[config.mk]
export PLATFORM = sky130hd
export DESIGN_NAME = prx_rx_phy
export DESIGN_NICKNAME = d
export VERILOG_FILES = /design/src/design/prx_pkg.sv /design/src/design/prx_fifo_if.sv /design/src/design/prx_rx_phy.sv /design/src/design/prx_sync.sv /design/src/design/prx_pkt_fifo.sv
export SDC_FILE = /design/constraint.sdc
export NUM_CORES = 1
export LEC_CHECK = 0
export BUFFER_PORTS_ARGS = -buffer_cell sky130_fd_sc_hd__buf_4
export CORE_ASPECT_RATIO = 0.75
export CORE_MARGIN = 2
export CORE_UTILIZATION = 60
export CTS_CLUSTER_SIZE = 12
export DETAILED_ROUTE_END_ITERATION = 7
export PLACE_DENSITY_LB_ADDON = 0.12
export SLEW_MARGIN = 0
export SYNTH_ARGS = -nofsm -noshare
export SYNTH_HDL_FRONTEND = slang
export SYNTH_SLANG_ARGS = --single-unit
[constraint.sdc]
create_clock -name clk_in -period 12.4 [get_ports clk_in]
set_input_delay 3.72 -clock clk_in [delete_from_list [all_inputs] [get_ports clk_in]]
set_output_delay 3.72 -clock clk_in [all_outputs]
set_load 0.03 [all_outputs]
[src/design/prx_pkg.sv]
// shared constants and types of the packet receive port block
package prx_pkg;
  localparam int ADDR_W = 5;
  localparam logic [4:0] NULL_ADDR = 5'h1F;
  localparam int DATA_W_WIDE = 16;
  localparam int DATA_W_NARROW = 8;
  localparam int NUM_PORTS_DEF = 4;
  localparam int FIFO_DEPTH_DEF = 16;
  localparam int THRESH_W = 16;
  localparam int SYNC_STAGES = 3;
  localparam int READY_MARGIN = 2;
  localparam logic [4:0] BASE_ADDR_DEF = 5'h00;
  // entry layout above the data bits
  localparam int ENT_SOP = 0;
  localparam int ENT_EOP = 1;
  localparam int ENT_MOD = 2;
  localparam int ENT_ERR = 3;
  localparam int ENT_FLAGS = 4;
  typedef enum logic [1:0] {PRX_RD_DESEL, PRX_RD_STREAM, PRX_RD_HELD} prx_rd_state_t;
endpackage : prx_pkg

[src/design/prx_fifo_if.sv]
// carrier between the port logic and one packet fifo
`timescale 1ns/100ps
interface prx_fifo_if #(parameter int DATA_W = 16, parameter int CNT_W = 5);
  logic push;
  logic pop;
  logic [DATA_W-1:0] wdata;
  logic wsop;
  logic weop;
  logic wmod;
  logic werr;
  logic [DATA_W-1:0] rdata;
  logic rsop;
  logic reop;
  logic rmod;
  logic rerr;
  logic empty;
  logic [CNT_W-1:0] level;
  logic [CNT_W-1:0] eop_cnt;
  modport store (input push, pop, wdata, wsop, weop, wmod, werr,
                 output rdata, rsop, reop, rmod, rerr, empty, level, eop_cnt);
  modport user (output push, pop, wdata, wsop, weop, wmod, werr,
                input rdata, rsop, reop, rmod, rerr, empty, level, eop_cnt);
endinterface : prx_fifo_if

[src/design/prx_rx_phy.sv]
// multi-port packet receive interface, device end facing the link reader
// Notes on behaviour
// on the last word, one-byte flag high for upper-lane byte, low for two bytes
// only whole words move; only a packet's last word may be short
// start marker on the first word of every delivered packet
// end marker on the last word; start and end never together
// error flag may appear only on a packet's last word
// reader trusts the error flag only while valid is high
// errors come from overflow, abort, missing start or end, parity fault
// word flags float while the active-low read enable is high
// outputs also float for null or foreign address latched with enable high
// reader picks the fifo to read by address together with enable
// in packet mode the address also picks the polled availability fifo
// the null address 1Fh is never answered
// valid high qualifies data and flags; low means ignore them all
// valid drops when the fifo runs empty or after a packet end
// no word leaves a fifo while valid is low
// valid stays low after dropping until the port is deselected
// valid floats with enable high and for null or foreign addresses
// available when a packet end or threshold bytes are held, else low
// polled availability driven only for own address, floats otherwise
// each port has a direct availability output with the same test
// the byte threshold is set by the user
// the reader supplies the link clock between 25 and 50 MHz; the bench reader model runs it at 1.25 MHz
// data counts only with enable low and a valid port selected
// with 8-bit data the one-byte flag is absent
// polled output only in packet mode, direct outputs only in byte mode
`timescale 1ns/100ps
module prx_rx_phy #(
  parameter int DATA_W = prx_pkg::DATA_W_WIDE,
  parameter int NUM_PORTS = prx_pkg::NUM_PORTS_DEF,
  parameter int FIFO_DEPTH = prx_pkg::FIFO_DEPTH_DEF,
  parameter logic [4:0] BASE_ADDR = prx_pkg::BASE_ADDR_DEF,
  parameter bit PKT_MODE = 1'b1,
  localparam int PORT_W = (NUM_PORTS > 1) ? $clog2(NUM_PORTS) : 1
) (
  input wire logic clk_in,
  input wire logic rst_n_in,
  input wire logic link_clk_in,
  input wire logic rd_en_n_in,
  input wire logic [prx_pkg::ADDR_W-1:0] rd_addr_in,
  output logic [DATA_W-1:0] rx_data_out,
  output logic rx_data_oe_out,
  output logic rx_par_out,
  output logic rx_par_oe_out,
  output logic rx_start_out,
  output logic rx_start_oe_out,
  output logic rx_end_out,
  output logic rx_end_oe_out,
  output logic rx_one_byte_out,
  output logic rx_one_byte_oe_out,
  output logic rx_err_out,
  output logic rx_err_oe_out,
  output logic rx_valid_out,
  output logic rx_valid_oe_out,
  output logic poll_avail_out,
  output logic poll_avail_oe_out,
  output logic [NUM_PORTS-1:0] port_avail_out,
  input wire logic [prx_pkg::THRESH_W-1:0] thresh_bytes_in,
  input wire logic parity_odd_in,
  input wire logic wr_valid_in,
  input wire logic [PORT_W-1:0] wr_port_in,
  input wire logic [DATA_W-1:0] wr_data_in,
  input wire logic wr_sop_in,
  input wire logic wr_eop_in,
  input wire logic wr_one_byte_in,
  input wire logic wr_abort_in,
  input wire logic wr_par_err_in,
  input wire logic wr_ovf_in,
  output logic [NUM_PORTS-1:0] wr_ready_out
);
  localparam int CNT_W = $clog2(FIFO_DEPTH + 1);
  localparam int SYNC_W = prx_pkg::ADDR_W + 2;

  if (DATA_W != prx_pkg::DATA_W_WIDE && DATA_W != prx_pkg::DATA_W_NARROW) begin : g_chk_w
    $error("data width must be 8 or 16");
  end
  if (NUM_PORTS < 1 || int'(BASE_ADDR) + NUM_PORTS > int'(prx_pkg::NULL_ADDR)) begin : g_chk_p
    $error("port addresses must lie below the null address");
  end
  if (FIFO_DEPTH <= prx_pkg::READY_MARGIN + 1) begin : g_chk_d
    $error("fifo depth too small for the ready margin");
  end
  if (prx_pkg::SYNC_STAGES != 3) begin : g_chk_s
    $error("the pin synchroniser is built with three stages");
  end

  // link-side inputs, synchronised
  logic [SYNC_W-1:0] link_sync;
  logic link_lvl;
  logic link_prev;
  logic link_rise;
  logic en_n_s;
  logic [prx_pkg::ADDR_W-1:0] addr_s;

  // enable and address pass inverted, so a flushed synchroniser reads as
  // deselected on the null address rather than port zero selected
  prx_sync #(.W(SYNC_W)) u_sync (
    .clk_in(clk_in),
    .rst_n_in(rst_n_in),
    .d_in({link_clk_in, ~rd_en_n_in, ~rd_addr_in}),
    .q_out(link_sync)
  );

  assign link_lvl = link_sync[SYNC_W-1];
  assign en_n_s = ~link_sync[SYNC_W-2];
  assign addr_s = ~link_sync[prx_pkg::ADDR_W-1:0];
  assign link_rise = link_lvl & ~link_prev;

  always_ff @(posedge clk_in) begin
    if (!rst_n_in) begin
      link_prev <= 1'b0;
    end else begin
      link_prev <= link_lvl;
    end
  end

  // own port addresses exclude the null address
  function automatic logic addr_ok(input logic [prx_pkg::ADDR_W-1:0] a);
    addr_ok = (a != prx_pkg::NULL_ADDR) && (a >= BASE_ADDR) &&
              ({1'b0, a} < 6'(int'(BASE_ADDR) + NUM_PORTS));
  endfunction : addr_ok

  function automatic logic [PORT_W-1:0] addr_idx(input logic [prx_pkg::ADDR_W-1:0] a);
    logic [prx_pkg::ADDR_W-1:0] d;
    d = a - BASE_ADDR;
    addr_idx = d[PORT_W-1:0];
  endfunction : addr_idx

  // per-port fifo views
  logic [DATA_W-1:0] head_data [NUM_PORTS];
  logic [NUM_PORTS-1:0] head_sop;
  logic [NUM_PORTS-1:0] head_eop;
  logic [NUM_PORTS-1:0] head_mod;
  logic [NUM_PORTS-1:0] head_err;
  logic [NUM_PORTS-1:0] fifo_empty;
  logic [NUM_PORTS-1:0] avail;
  logic [NUM_PORTS-1:0] pop_sel;
  logic [CNT_W-1:0] fill [NUM_PORTS];

  for (genvar i = 0; i < NUM_PORTS; i++) begin : g_port
    prx_fifo_if #(.DATA_W(DATA_W), .CNT_W(CNT_W)) fif ();
    logic hit;
    logic in_pkt;
    logic pend_err;
    logic cause;
    logic next_push;
    logic next_sop;
    logic next_eop;
    logic next_err;
    logic next_in_pkt;
    logic next_pend;
    logic [prx_pkg::THRESH_W-1:0] fill_bytes;

    prx_pkt_fifo #(.DATA_W(DATA_W), .DEPTH(FIFO_DEPTH)) u_fifo (
      .clk_in(clk_in),
      .rst_n_in(rst_n_in),
      .fifo(fif.store)
    );

    assign hit = wr_valid_in && (wr_port_in == PORT_W'(i)) && wr_ready_out[i];
    assign cause = wr_abort_in | wr_par_err_in | wr_ovf_in;

    // framing repair: every stored packet has one start and one end
    always_comb begin
      next_push = 1'b0;
      next_sop = 1'b0;
      next_eop = 1'b0;
      next_err = 1'b0;
      next_in_pkt = in_pkt;
      next_pend = pend_err;
      if (hit) begin
        if (wr_sop_in && in_pkt) begin
          // missing end: this word closes the old packet as aborted
          next_push = 1'b1;
          next_eop = 1'b1;
          next_err = 1'b1;
          next_in_pkt = 1'b0;
          next_pend = 1'b0;
        end else if (!in_pkt && wr_eop_in) begin
          // an end word outside a packet, with or without start, cannot be framed, dropped
          next_pend = 1'b0;
        end else begin
          next_push = 1'b1;
          next_sop = !in_pkt;
          next_eop = wr_eop_in;
          next_err = wr_eop_in & (pend_err | cause);
          next_in_pkt = !wr_eop_in;
          next_pend = !wr_eop_in & (pend_err | cause | (!in_pkt & !wr_sop_in));
        end
      end
    end

    always_ff @(posedge clk_in) begin
      if (!rst_n_in) begin
        in_pkt <= 1'b0;
        pend_err <= 1'b0;
      end else begin
        in_pkt <= next_in_pkt;
        pend_err <= next_pend;
      end
    end

    assign fif.push = next_push;
    assign fif.wdata = wr_data_in;
    assign fif.wsop = next_sop;
    assign fif.weop = next_eop;
    assign fif.wmod = next_eop & wr_one_byte_in & (DATA_W == prx_pkg::DATA_W_WIDE);
    assign fif.werr = next_err;
    assign fif.pop = pop_sel[i];

    assign head_data[i] = fif.rdata;
    assign head_sop[i] = fif.rsop;
    assign head_eop[i] = fif.reop;
    assign head_mod[i] = fif.rmod;
    assign head_err[i] = fif.rerr;
    assign fifo_empty[i] = fif.empty;
    assign fill[i] = fif.level;

    assign fill_bytes = (DATA_W == prx_pkg::DATA_W_WIDE) ?
                        prx_pkg::THRESH_W'({fif.level, 1'b0}) :
                        prx_pkg::THRESH_W'(fif.level);
    assign avail[i] = (fif.eop_cnt != '0) || (fill_bytes >= thresh_bytes_in);

    // write back-pressure leaves room for one push after ready falls
    always_ff @(posedge clk_in) begin
      if (!rst_n_in) begin
        wr_ready_out[i] <= 1'b0;
      end else begin
        wr_ready_out[i] <= fill[i] < CNT_W'(FIFO_DEPTH - prx_pkg::READY_MARGIN);
      end
    end

    always_ff @(posedge clk_in) begin
      if (!rst_n_in) begin
        port_avail_out[i] <= 1'b0;
      end else begin
        port_avail_out[i] <= !PKT_MODE && avail[i];
      end
    end
  end

  // read side, advanced once per link clock rising edge
  prx_pkg::prx_rd_state_t rd_state;
  logic [prx_pkg::ADDR_W-1:0] sel_addr;
  logic [PORT_W-1:0] sel_idx;
  logic sel_ok;
  logic take;

  assign sel_idx = addr_idx(sel_addr);
  assign sel_ok = addr_ok(sel_addr);
  assign take = link_rise && !en_n_s && sel_ok && (rd_state != prx_pkg::PRX_RD_HELD) &&
                !fifo_empty[sel_idx];

  for (genvar j = 0; j < NUM_PORTS; j++) begin : g_pop
    assign pop_sel[j] = take && (sel_idx == PORT_W'(j));
  end

  always_ff @(posedge clk_in) begin
    if (!rst_n_in) begin
      rd_state <= prx_pkg::PRX_RD_DESEL;
      sel_addr <= prx_pkg::NULL_ADDR;
    end else if (link_rise) begin
      if (en_n_s) begin
        rd_state <= prx_pkg::PRX_RD_DESEL;
        sel_addr <= addr_s;
      end else if (sel_ok) begin
        case (rd_state)
          prx_pkg::PRX_RD_DESEL, prx_pkg::PRX_RD_STREAM: begin
            if (fifo_empty[sel_idx] || head_eop[sel_idx]) begin
              rd_state <= prx_pkg::PRX_RD_HELD;
            end else begin
              rd_state <= prx_pkg::PRX_RD_STREAM;
            end
          end
          prx_pkg::PRX_RD_HELD: begin
            rd_state <= prx_pkg::PRX_RD_HELD;
          end
          default: begin
            rd_state <= prx_pkg::PRX_RD_DESEL;
          end
        endcase
      end
    end
  end

  // word and flag registers
  always_ff @(posedge clk_in) begin
    if (!rst_n_in) begin
      rx_data_out <= '0;
      rx_par_out <= 1'b0;
      rx_start_out <= 1'b0;
      rx_end_out <= 1'b0;
      rx_one_byte_out <= 1'b0;
      rx_err_out <= 1'b0;
      rx_valid_out <= 1'b0;
    end else if (link_rise) begin
      rx_valid_out <= take;
      rx_start_out <= take & head_sop[sel_idx];
      rx_end_out <= take & head_eop[sel_idx];
      rx_one_byte_out <= take & head_mod[sel_idx];
      rx_err_out <= take & head_err[sel_idx];
      if (take) begin
        rx_data_out <= head_data[sel_idx];
        rx_par_out <= (^head_data[sel_idx]) ^ parity_odd_in;
      end
    end
  end

  // output enables follow enable and the latched address
  always_ff @(posedge clk_in) begin
    if (!rst_n_in) begin
      rx_data_oe_out <= 1'b0;
      rx_par_oe_out <= 1'b0;
      rx_start_oe_out <= 1'b0;
      rx_end_oe_out <= 1'b0;
      rx_one_byte_oe_out <= 1'b0;
      rx_err_oe_out <= 1'b0;
      rx_valid_oe_out <= 1'b0;
    end else if (link_rise) begin
      rx_data_oe_out <= !en_n_s && sel_ok;
      rx_par_oe_out <= !en_n_s && sel_ok;
      rx_start_oe_out <= !en_n_s && sel_ok;
      rx_end_oe_out <= !en_n_s && sel_ok;
      rx_one_byte_oe_out <= !en_n_s && sel_ok && (DATA_W == prx_pkg::DATA_W_WIDE);
      rx_err_oe_out <= !en_n_s && sel_ok;
      rx_valid_oe_out <= !en_n_s && sel_ok;
    end
  end

  // polled availability follows the address on every link clock rising edge
  always_ff @(posedge clk_in) begin
    if (!rst_n_in) begin
      poll_avail_out <= 1'b0;
      poll_avail_oe_out <= 1'b0;
    end else if (link_rise) begin
      poll_avail_oe_out <= PKT_MODE && addr_ok(addr_s);
      poll_avail_out <= PKT_MODE && addr_ok(addr_s) && avail[addr_idx(addr_s)];
    end
  end
endmodule : prx_rx_phy

[src/design/prx_sync.sv]
// three-stage synchroniser; a bit changes once stages two and three agree
`timescale 1ns/100ps
module prx_sync #(parameter int W = 1) (
  input wire logic clk_in,
  input wire logic rst_n_in,
  input wire logic [W-1:0] d_in,
  output logic [W-1:0] q_out
);
  logic [W-1:0] s1;
  logic [W-1:0] s2;
  logic [W-1:0] s3;

  always_ff @(posedge clk_in) begin
    if (!rst_n_in) begin
      s1 <= '0;
      s2 <= '0;
      s3 <= '0;
    end else begin
      s1 <= d_in;
      s2 <= s1;
      s3 <= s2;
    end
  end

  always_ff @(posedge clk_in) begin
    if (!rst_n_in) begin
      q_out <= '0;
    end else begin
      q_out <= (s2 & ~(s2 ^ s3)) | (q_out & (s2 ^ s3));
    end
  end
endmodule : prx_sync

[src/design/prx_pkt_fifo.sv]
// per-port packet word fifo with fill and packet-end counts
`timescale 1ns/100ps
module prx_pkt_fifo #(parameter int DATA_W = 16, parameter int DEPTH = 16) (
  input wire logic clk_in,
  input wire logic rst_n_in,
  prx_fifo_if.store fifo
);
  localparam int PTR_W = $clog2(DEPTH);
  localparam int CNT_W = $clog2(DEPTH + 1);
  localparam int ENT_W = DATA_W + prx_pkg::ENT_FLAGS;

  logic [ENT_W-1:0] mem [DEPTH];
  logic [PTR_W-1:0] wr_ptr;
  logic [PTR_W-1:0] rd_ptr;
  logic [CNT_W-1:0] count;
  logic [CNT_W-1:0] eops;
  logic [ENT_W-1:0] head;
  logic do_push;
  logic do_pop;

  if (DEPTH < 4 || (1 << PTR_W) != DEPTH) begin : g_chk
    $error("fifo depth must be a power of two of at least 4");
  end

  assign do_push = fifo.push && (count != CNT_W'(DEPTH));
  assign do_pop = fifo.pop && (count != '0);
  assign head = mem[rd_ptr];

  always_ff @(posedge clk_in) begin
    if (do_push) begin
      mem[wr_ptr] <= {fifo.werr, fifo.wmod, fifo.weop, fifo.wsop, fifo.wdata};
    end
  end

  always_ff @(posedge clk_in) begin
    if (!rst_n_in) begin
      wr_ptr <= '0;
      rd_ptr <= '0;
      count <= '0;
    end else begin
      wr_ptr <= wr_ptr + PTR_W'(do_push);
      rd_ptr <= rd_ptr + PTR_W'(do_pop);
      count <= count + CNT_W'(do_push) - CNT_W'(do_pop);
    end
  end

  // count of whole packets held, so availability sees any stored end
  always_ff @(posedge clk_in) begin
    if (!rst_n_in) begin
      eops <= '0;
    end else begin
      eops <= eops + CNT_W'(do_push && fifo.weop)
                   - CNT_W'(do_pop && head[DATA_W + prx_pkg::ENT_EOP]);
    end
  end

  assign fifo.rdata = head[DATA_W-1:0];
  assign fifo.rsop = head[DATA_W + prx_pkg::ENT_SOP];
  assign fifo.reop = head[DATA_W + prx_pkg::ENT_EOP];
  assign fifo.rmod = head[DATA_W + prx_pkg::ENT_MOD];
  assign fifo.rerr = head[DATA_W + prx_pkg::ENT_ERR];
  assign fifo.empty = (count == '0);
  assign fifo.level = count;
  assign fifo.eop_cnt = eops;
endmodule : prx_pkt_fifo

==> metrics.md, run 1 <==
| Metric | Value |
|---|---|
| Status | `finished clean` |
| Asr flop ratio synth | `0%` |
| Synthesized area | `56700 um^2` |
| Prevailing post-synth register cell | `edfxtp_1` |
| Setup violators final | `0` |
| Storage element area | `41400 um^2` |
| Die Area | `96900 um^2` |
| CTS tree | `done` |
| Syn-to-layout area delta | `10.7%` |
| Gr ovfl total | `0` |
| Top Ports | `90` |
| Max-slew headroom | `13.1%` |
| Critical path startpoint category | `input pin` |
| CP endpoint kind | `flip-flop` |
| CP bufs+invs | `1` |
| Initial Utilization | `60.6%` |
| Yosys reg bits | `1425` |
| Critical-path cell list | `buf_4, nor2b_1, and3b_1, o21ai_0, nor2_1, nand3b_1, nor2_2` |
| CTS Buf Count | `140` |
| First-pass GRT wire length | `206000 um` |
| Hold Path Origin | `u_sync.s1[6]$_SDFF_PN0_` |
| FILL cells | `6027` |
| GRT Util Overall | `30.0%` |
| Pwr dens | `147 nW/um^2` |
| Chip height | `270 um` |
| Int Power | `0.00740 W` |
| CTS root buffer | `clkbuf_16` |
| Slew of the pin with the lowest slew margin | `1.30 ns` |
| Worst-Skew Late Latency | `0.77 ns` |
| Die Width | `359 um` |
| Placed cell area | `58700 um^2` |
| Dpl hpwl | `88500 um` |
| R2R setup slack | `6.97 ns` |
| CORE AREA | `93500 um^2` |
| Initial antenna violation count | `17` |
| RSZ-0062 raised after global routing | `false` |
| Slowest CP cell | `nor2_2` |
| Clock sinks | `1425` |
| VDD IR max | `0.143 mV` |
| Avg Inst Size Synth | `19.3 um^2` |
| Synth warn | `0` |
| Required time of the critical path | `12.76 ns` |
| Combinational fraction of design power | `1.7%` |
| H-tree level count | `4` |
| Max Slew Vio Count | `0` |
| # hold bufs at CTS | `0` |
| Initial DRT Pass Iterations | `6` |
| Yosys top cell area share | `67.8%` |
| Max Fclk | `163 MHz` |
| Synth top area cells | `edfxtp_1 68%, mux4_2 12%, dfxtp_1 5.1%, ha_1 2.0%, mux2i_1 1.3%` |
| Crit path largest cell delay | `0.99 ns` |
| Drt drc | `0` |
| Max-cap violations | `0` |
| Worst r2r dst | `rx_par_out$_SDFFE_PN0P_` |
| Port bufs | `85` |
| HP Class | `reg -> reg` |
| Setup_tns | `0 ns` |
| Final Skew | `0.0284 ns` |
| Multi-input gate area | `14500 um^2` |
| Final worst slack | `6.25 ns` |
| Initial DRC Count | `3947` |
| DR vias | `29100` |
| Post-synth EDFFs | `1280` |
| Fraction of layout cells with a size suffix above 1 | `23.1%` |
| Layout Nets | `3228` |
| DR WL/cell | `32.3 um` |
| Min cycle time layout | `6.15 ns` |
| Clk buf depth | `3` |
| Dominant cell type by area after synthesis | `edfxtp_1` |
| Clock power share | `41.6%` |
| Final Hold Fails | `0` |
| Crit-path max FO | `20` |
| WP data arrival | `6.50 ns` |
| Critical path depth | `7` |
| Commonest cells after routing, fill and taps aside | `1280 x edfxtp_1, 314 x mux4_2, 142 x clkbuf_16, 140 x buf_4, 134 x dfxtp_1` |
| Worst Hold End | `u_sync.s2[6]$_SDFF_PN0_` |
| R2R Path Start | `g_port[3].u_fifo.rd_ptr[1]$_SDFF_PN0_` |
| Placer Congestion | `0.917` |
| Post-layout util | `67.1%` |
| Crit Path Class | `in -> reg` |
| Most common cell after layout, fill and taps aside | `edfxtp_1` |
| CTS resizes | `0` |
| Number of global-route vias before repair | `28600` |
| Power, Total | `0.00921 W` |
| Delay-heaviest family, CP | `simple AND/OR/NAND/NOR gates` |
| Leakage | `19.9 nW` |
| Sw Ratio | `19.7%` |
| Final period util | `49.6%` |
| Sequential share of power | `56.8%` |
| Cells on worst reg2reg path | `11` |
| Clock-pin slew on the worst setup and hold paths | `0.06 ns` |
| Placement Setup Slack | `5.52 ns` |
| Antenna-violating nets left | `0` |
| Yosys cell types | `68` |
| Post-DR vias/cell | `6.61` |
| Hold Path Depth | `1` |
| Floorplan row count | `97` |
| Synthesized instance count | `2938` |
| Routed WL | `142000 um` |
| Sw power | `0.00181 W` |
| Post-synthesis sequential area ratio | `73.0%` |
| Post-CTS setup buffer count | `0` |
| Largest net degree at the start of global routing | `67` |
| Final instance area | `62700 um^2` |
-- worst register-to-register path, stage by stage, from the launching register on --
cell and delay [ns]:
dfxtp_4 0.84, buf_4 0.71, mux4_2 0.67, mux2i_1 0.50, o22ai_1 0.17, nor4_1 0.64, xnor2_1 0.22, xnor3_1 0.29
xnor2_1 0.45, xnor3_1 0.57, mux2i_1 0.16, nor2_1 0.06
-- sequential cells by signal, summed over array words and instances (netlist names), 4 cells and up, named ones only --
name,flops
wr_ready_out,4
u_sync.s1,7
g_port.in_pkt,4
sel_addr,5
g_port.u_fifo.mem,1280
rx_data_out,16
g_port.u_fifo.fifo.level,20
g_port.pend_err,4
g_port.u_fifo.rd_ptr,16
g_port.u_fifo.fifo.eop_cnt,20
u_sync.s3,7
g_port.u_fifo.wr_ptr,16
u_sync.s2,7
-- worst max-delay path by stage --
| stage | startpoint | to | slack [ns] |
|---|---|---|---|
| after floorplan | wr_eop_in | g_port[2].u_fifo.mem[0][0]$_DFFE_PP_ | 5.70 |
| after CTS | wr_port_in[1] | g_port[0].u_fifo.mem[15][6]$_DFFE_PP_ | 6.28 |
| after global placement | wr_port_in[1] | g_port[0].u_fifo.mem[7][1]$_DFFE_PP_ | 5.61 |
| after detailed placement | wr_port_in[1] | g_port[0].u_fifo.mem[14][13]$_DFFE_PP_ | 5.52 |
| after global routing | wr_port_in[1] | g_port[0].u_fifo.mem[10][13]$_DFFE_PP_ | 6.08 |
| final | wr_valid_in | g_port[0].u_fifo.mem[10][13]$_DFFE_PP_ | 6.25 |
-- final cells by class --
cell class | instances | share of cell area (%)
multi-input cells | 1290 | 23.0
diodes | 7 | 0.0279
inverters | 80 | 0.481
clock inverters | 18 | 0.195
repair buffers | 140 | 1.68
well taps | 1237 | 2.47
clock buffers | 209 | 6.17
flip-flops and latches | 1425 | 65.9
-- synthesized netlist by cell type, drive strengths merged (6+ instances only) --
library cell and instances:
and2 55, xor2 23, o211ai 8, nand3 36, nor4 11, clkbuf 47
dfxtp 145, nand3b 12, mux2i 75, a31oi 14, mux2 24, nand2b 19
buf 99, and3 10, a22oi 27, ha 92, mux4 324, a21oi 49
a211oi 21, nand2 46, edfxtp 1280, fa 8, nand4 9, o22ai 33
a21o 10, inv 80, or3 9, nor3 30, o21a 6, a32oi 10
nor3b 9, nor2 177, nor2b 23, xnor2 25, o21ai 28
-- power groups by stage --
stage	logic [W]	registers [W]	clock network [W]
after global placement	0.000144	0.00533	0
final	0.000152	0.00523	0.00383
after detailed placement	0.000151	0.00533	0
after CTS	0.000151	0.00523	0.00388
after global routing	0.000160	0.00523	0.00407
after floorplan	0.0000412	0.00533	0
-- cell families after synthesis --
| family | after synthesis | share of synthesized area (%) |
|---|---|---|
| AO/OA/AOI/OAI | 233 | 2.74 |
| XOR/XNOR | 52 | 0.903 |
| adder cells (fa/ha/maj) | 100 | 2.31 |
| buffers and inverters | 226 | 1.91 |
| flip-flops | 1425 | 73.0 |
| multiplexers | 423 | 14.7 |
| other | 1 | 0.00662 |
| AND/OR/NAND/NOR | 478 | 4.41 |
-- per-layer routing --
| metal | routed length [um] | track usage [%] |
|---|---|---|
| met5 | 175 | 0 |
| met4 | 3530 | 9.12 |
| met3 | 16300 | 7.97 |
| met2 | 64300 | 43.8 |
| met1 | 58100 | 45.0 |
-- stage by stage --
step                std cells  hold WS [ns]
finish                   4406         0.436
global placement         4172         0.416
CTS                      4399         0.438
global route             4399         0.462
detailed placement       4172         0.423
floorplan                2941         0.412
Note: power is estimated with default switching activity, not from simulation.
==> run 2: changes to the inputs <==
- clock period: 12.4 -> 5.9 ns (I/O delays scaled with it)
==> run 2 against run 1 <==
Non-clock buffer count grew 60; utilization is 0.49 points higher; sequential share of layout area shrank 0.48 points; die area stayed put; combinational power increased by 95%; critical path type is now reg -> reg; highest routed layer is now met4.
==> metrics.md, run 2 (synthesis gave the netlist of run 1 again) <==
| Metric | Value |
|---|---|
| Status | `finished clean` |
| GRT Util Overall | `29.6%` |
| Layout Nets | `3288` |
| Gr ovfl total | `0` |
| Leakage | `20.2 nW` |
| Critical path depth | `19` |
| Max-cap violations | `0` |
| Placer Congestion | `0.921` |
| Largest Register | `g_port.u_fifo.mem` |
| Delay-heaviest family, CP | `simple AND/OR/NAND/NOR gates` |
| Initial DRT Pass Iterations | `6` |
| Critical path startpoint category | `flip-flop` |
| Clock sinks | `1425` |
| Crit path top cell by count | `inv_1` |
| CP bufs+invs | `5` |
| Syn-to-layout area delta | `11.5%` |
| Top Ports | `90` |
| Pwr dens | `305 nW/um^2` |
| Chip height | `270 um` |
| DR vias | `29300` |
| H-tree level count | `4` |
| CP endpoint kind | `flip-flop` |
| Critical-path cell list | `inv_1, ha_1, and3_1, and2_1, mux4_2, nor3_2, buf_4, nor3b_1, and2_1, ha_1, inv_1, ha_1, inv_1, fa_1, inv_1, a21oi_1, nor2_1, or3_1, a21oi_1` |
| Required time of the critical path | `6.49 ns` |
| Multi-input gate area | `14500 um^2` |
| CTS resizes | `0` |
| # hold bufs at CTS | `0` |
| First-pass GRT wire length | `204000 um` |
| CORE AREA | `93500 um^2` |
| Cells on worst reg2reg path | `19` |
| Crit path largest cell delay | `0.54 ns` |
| Final period util | `76.7%` |
| R2R setup slack | `1.37 ns` |
| Worst-Skew Late Latency | `0.77 ns` |
| Slowest CP cell | `nor3b_1` |
| Largest net degree at the start of global routing | `87` |
| Most common cell after layout, fill and taps aside | `edfxtp_1` |
| Routed WL | `141000 um` |
| Initial antenna violation count | `4` |
| VDD IR max | `0.293 mV` |
| Crit-path max FO | `34` |
| Post-CTS setup buffer count | `0` |
| Clock-pin slew on the worst setup and hold paths | `0.06 ns` |
| Post-layout util | `67.6%` |
| Final Hold Fails | `0` |
| Commonest cells after routing, fill and taps aside | `1280 x edfxtp_1, 314 x mux4_2, 194 x buf_4, 144 x clkbuf_16, 134 x dfxtp_1` |
| Max Slew Vio Count | `0` |
| Initial DRC Count | `4089` |
| Hold Path Depth | `1` |
| Drt drc | `0` |
| Clk buf depth | `3` |
| Die Area | `96900 um^2` |
| Dpl hpwl | `87600 um` |
| Crit Path Class | `reg -> reg` |
| Number of global-route vias before repair | `29100` |
| Floorplan row count | `97` |
| Storage element area | `41400 um^2` |
| CTS Buf Count | `140` |
| Antenna-violating nets left | `0` |
| Max reg flops | `1280` |
| Max Fclk | `221 MHz` |
| Placed cell area | `59300 um^2` |
| FILL cells | `6022` |
| Worst Hold End | `u_sync.s2[6]$_SDFF_PN0_` |
| WP data arrival | `5.12 ns` |
| Final Skew | `0.0292 ns` |
| Setup violators final | `0` |
| Min cycle time layout | `4.53 ns` |
| Worst r2r dst | `g_port[1].u_fifo.fifo.eop_cnt[4]$_SDFF_PN0_` |
| CTS root buffer | `clkbuf_16` |
| Setup_tns | `0 ns` |
| Hold Path Origin | `u_sync.s1[6]$_SDFF_PN0_` |
| Slew of the pin with the lowest slew margin | `1.28 ns` |
| Max-slew headroom | `13.7%` |
| CTS tree | `done` |
| HP Class | `reg -> reg` |
| Die Width | `359 um` |
| R2R Path Start | `g_port[1].u_fifo.fifo.level[2]$_SDFF_PN0_` |
| Post-DR vias/cell | `6.59` |
| RSZ-0062 raised after global routing | `false` |
| Port bufs | `85` |
| DR WL/cell | `31.6 um` |
| Fraction of layout cells with a size suffix above 1 | `24.7%` |
| Initial Utilization | `60.6%` |
| Final instance area | `63200 um^2` |
==> run 2: layout make-up <==
type / instances / area share, %
diodes: 5 / 0.0198
clock buffers: 186 / 5.98
clock inverters: 20 / 0.218
inverters: 80 / 0.477
multi-input cells: 1290 / 22.9
flip-flops and latches: 1425 / 65.5
well taps: 1237 / 2.45
repair buffers: 200 / 2.49
==> run 2: report_power, final <==
group,switching (W),total [W],internal [W],leakage (nW)
registers,0.0000111,0.0110,0.0110,12.7
logic,0.000228,0.000296,0.0000678,5.62
clock network,0.00354,0.00798,0.00444,1.90
total,0.00378,0.0193,0.0155,20.2
==> run 2: how the worst max path moves through the flow <==
stage / start / endpoint / slack (ns)
global placement: wr_port_in[1] / g_port[0].u_fifo.mem[13][0]$_DFFE_PP_ / 1.40
finish: g_port[1].u_fifo.fifo.level[2]$_SDFF_PN0_ / g_port[1].u_fifo.fifo.eop_cnt[4]$_SDFF_PN0_ / 1.37
floorplan: wr_eop_in / g_port[2].u_fifo.mem[0][0]$_DFFE_PP_ / 1.15
CTS: g_port[1].u_fifo.fifo.level[2]$_SDFF_PN0_ / g_port[1].u_fifo.fifo.eop_cnt[4]$_SDFF_PN0_ / 1.30
detailed placement: wr_port_in[1] / g_port[0].u_fifo.mem[13][2]$_DFFE_PP_ / 1.28
global route: g_port[1].u_fifo.fifo.level[2]$_SDFF_PN0_ / g_port[1].u_fifo.fifo.eop_cnt[4]$_SDFF_PN0_ / 1.01
==> run 2: metal layers <==
metal	global-route usage (%)	vias to the layer above	wire, um
li1	-	12200	-
met1	44.3	15400	58000
met2	43.2	1479	62800
met3	7.43	203	15900
met4	9.68	0	3820
met5	0	-	0
==> run 2: worst register-to-register path: cells and delay by family (launching register included) <==
family | cells | cell delay (ns)
adders and majority gates | 4 | 1.00
AOI/OAI and AO/OA | 2 | 0.11
DFF | 1 | 0.38
muxes | 1 | 0.51
and+or+nand+nor | 7 | 1.64
buffers and inverters | 5 | 0.72
==> run 2: through the flow <==
stage / hold WS (ns) / cells / worst slack (ns) / total power (W)
final: 0.431 / 4443 / 1.37 / 0.0193
after floorplan: 0.412 / 2941 / 1.15 / 0.0113
after detailed placement: 0.423 / 4232 / 1.28 / 0.0115
after global placement: 0.414 / 4232 / 1.40 / 0.0115
after CTS: 0.432 / 4438 / 1.30 / 0.0194
after global routing: 0.451 / 4440 / 1.01 / 0.0197
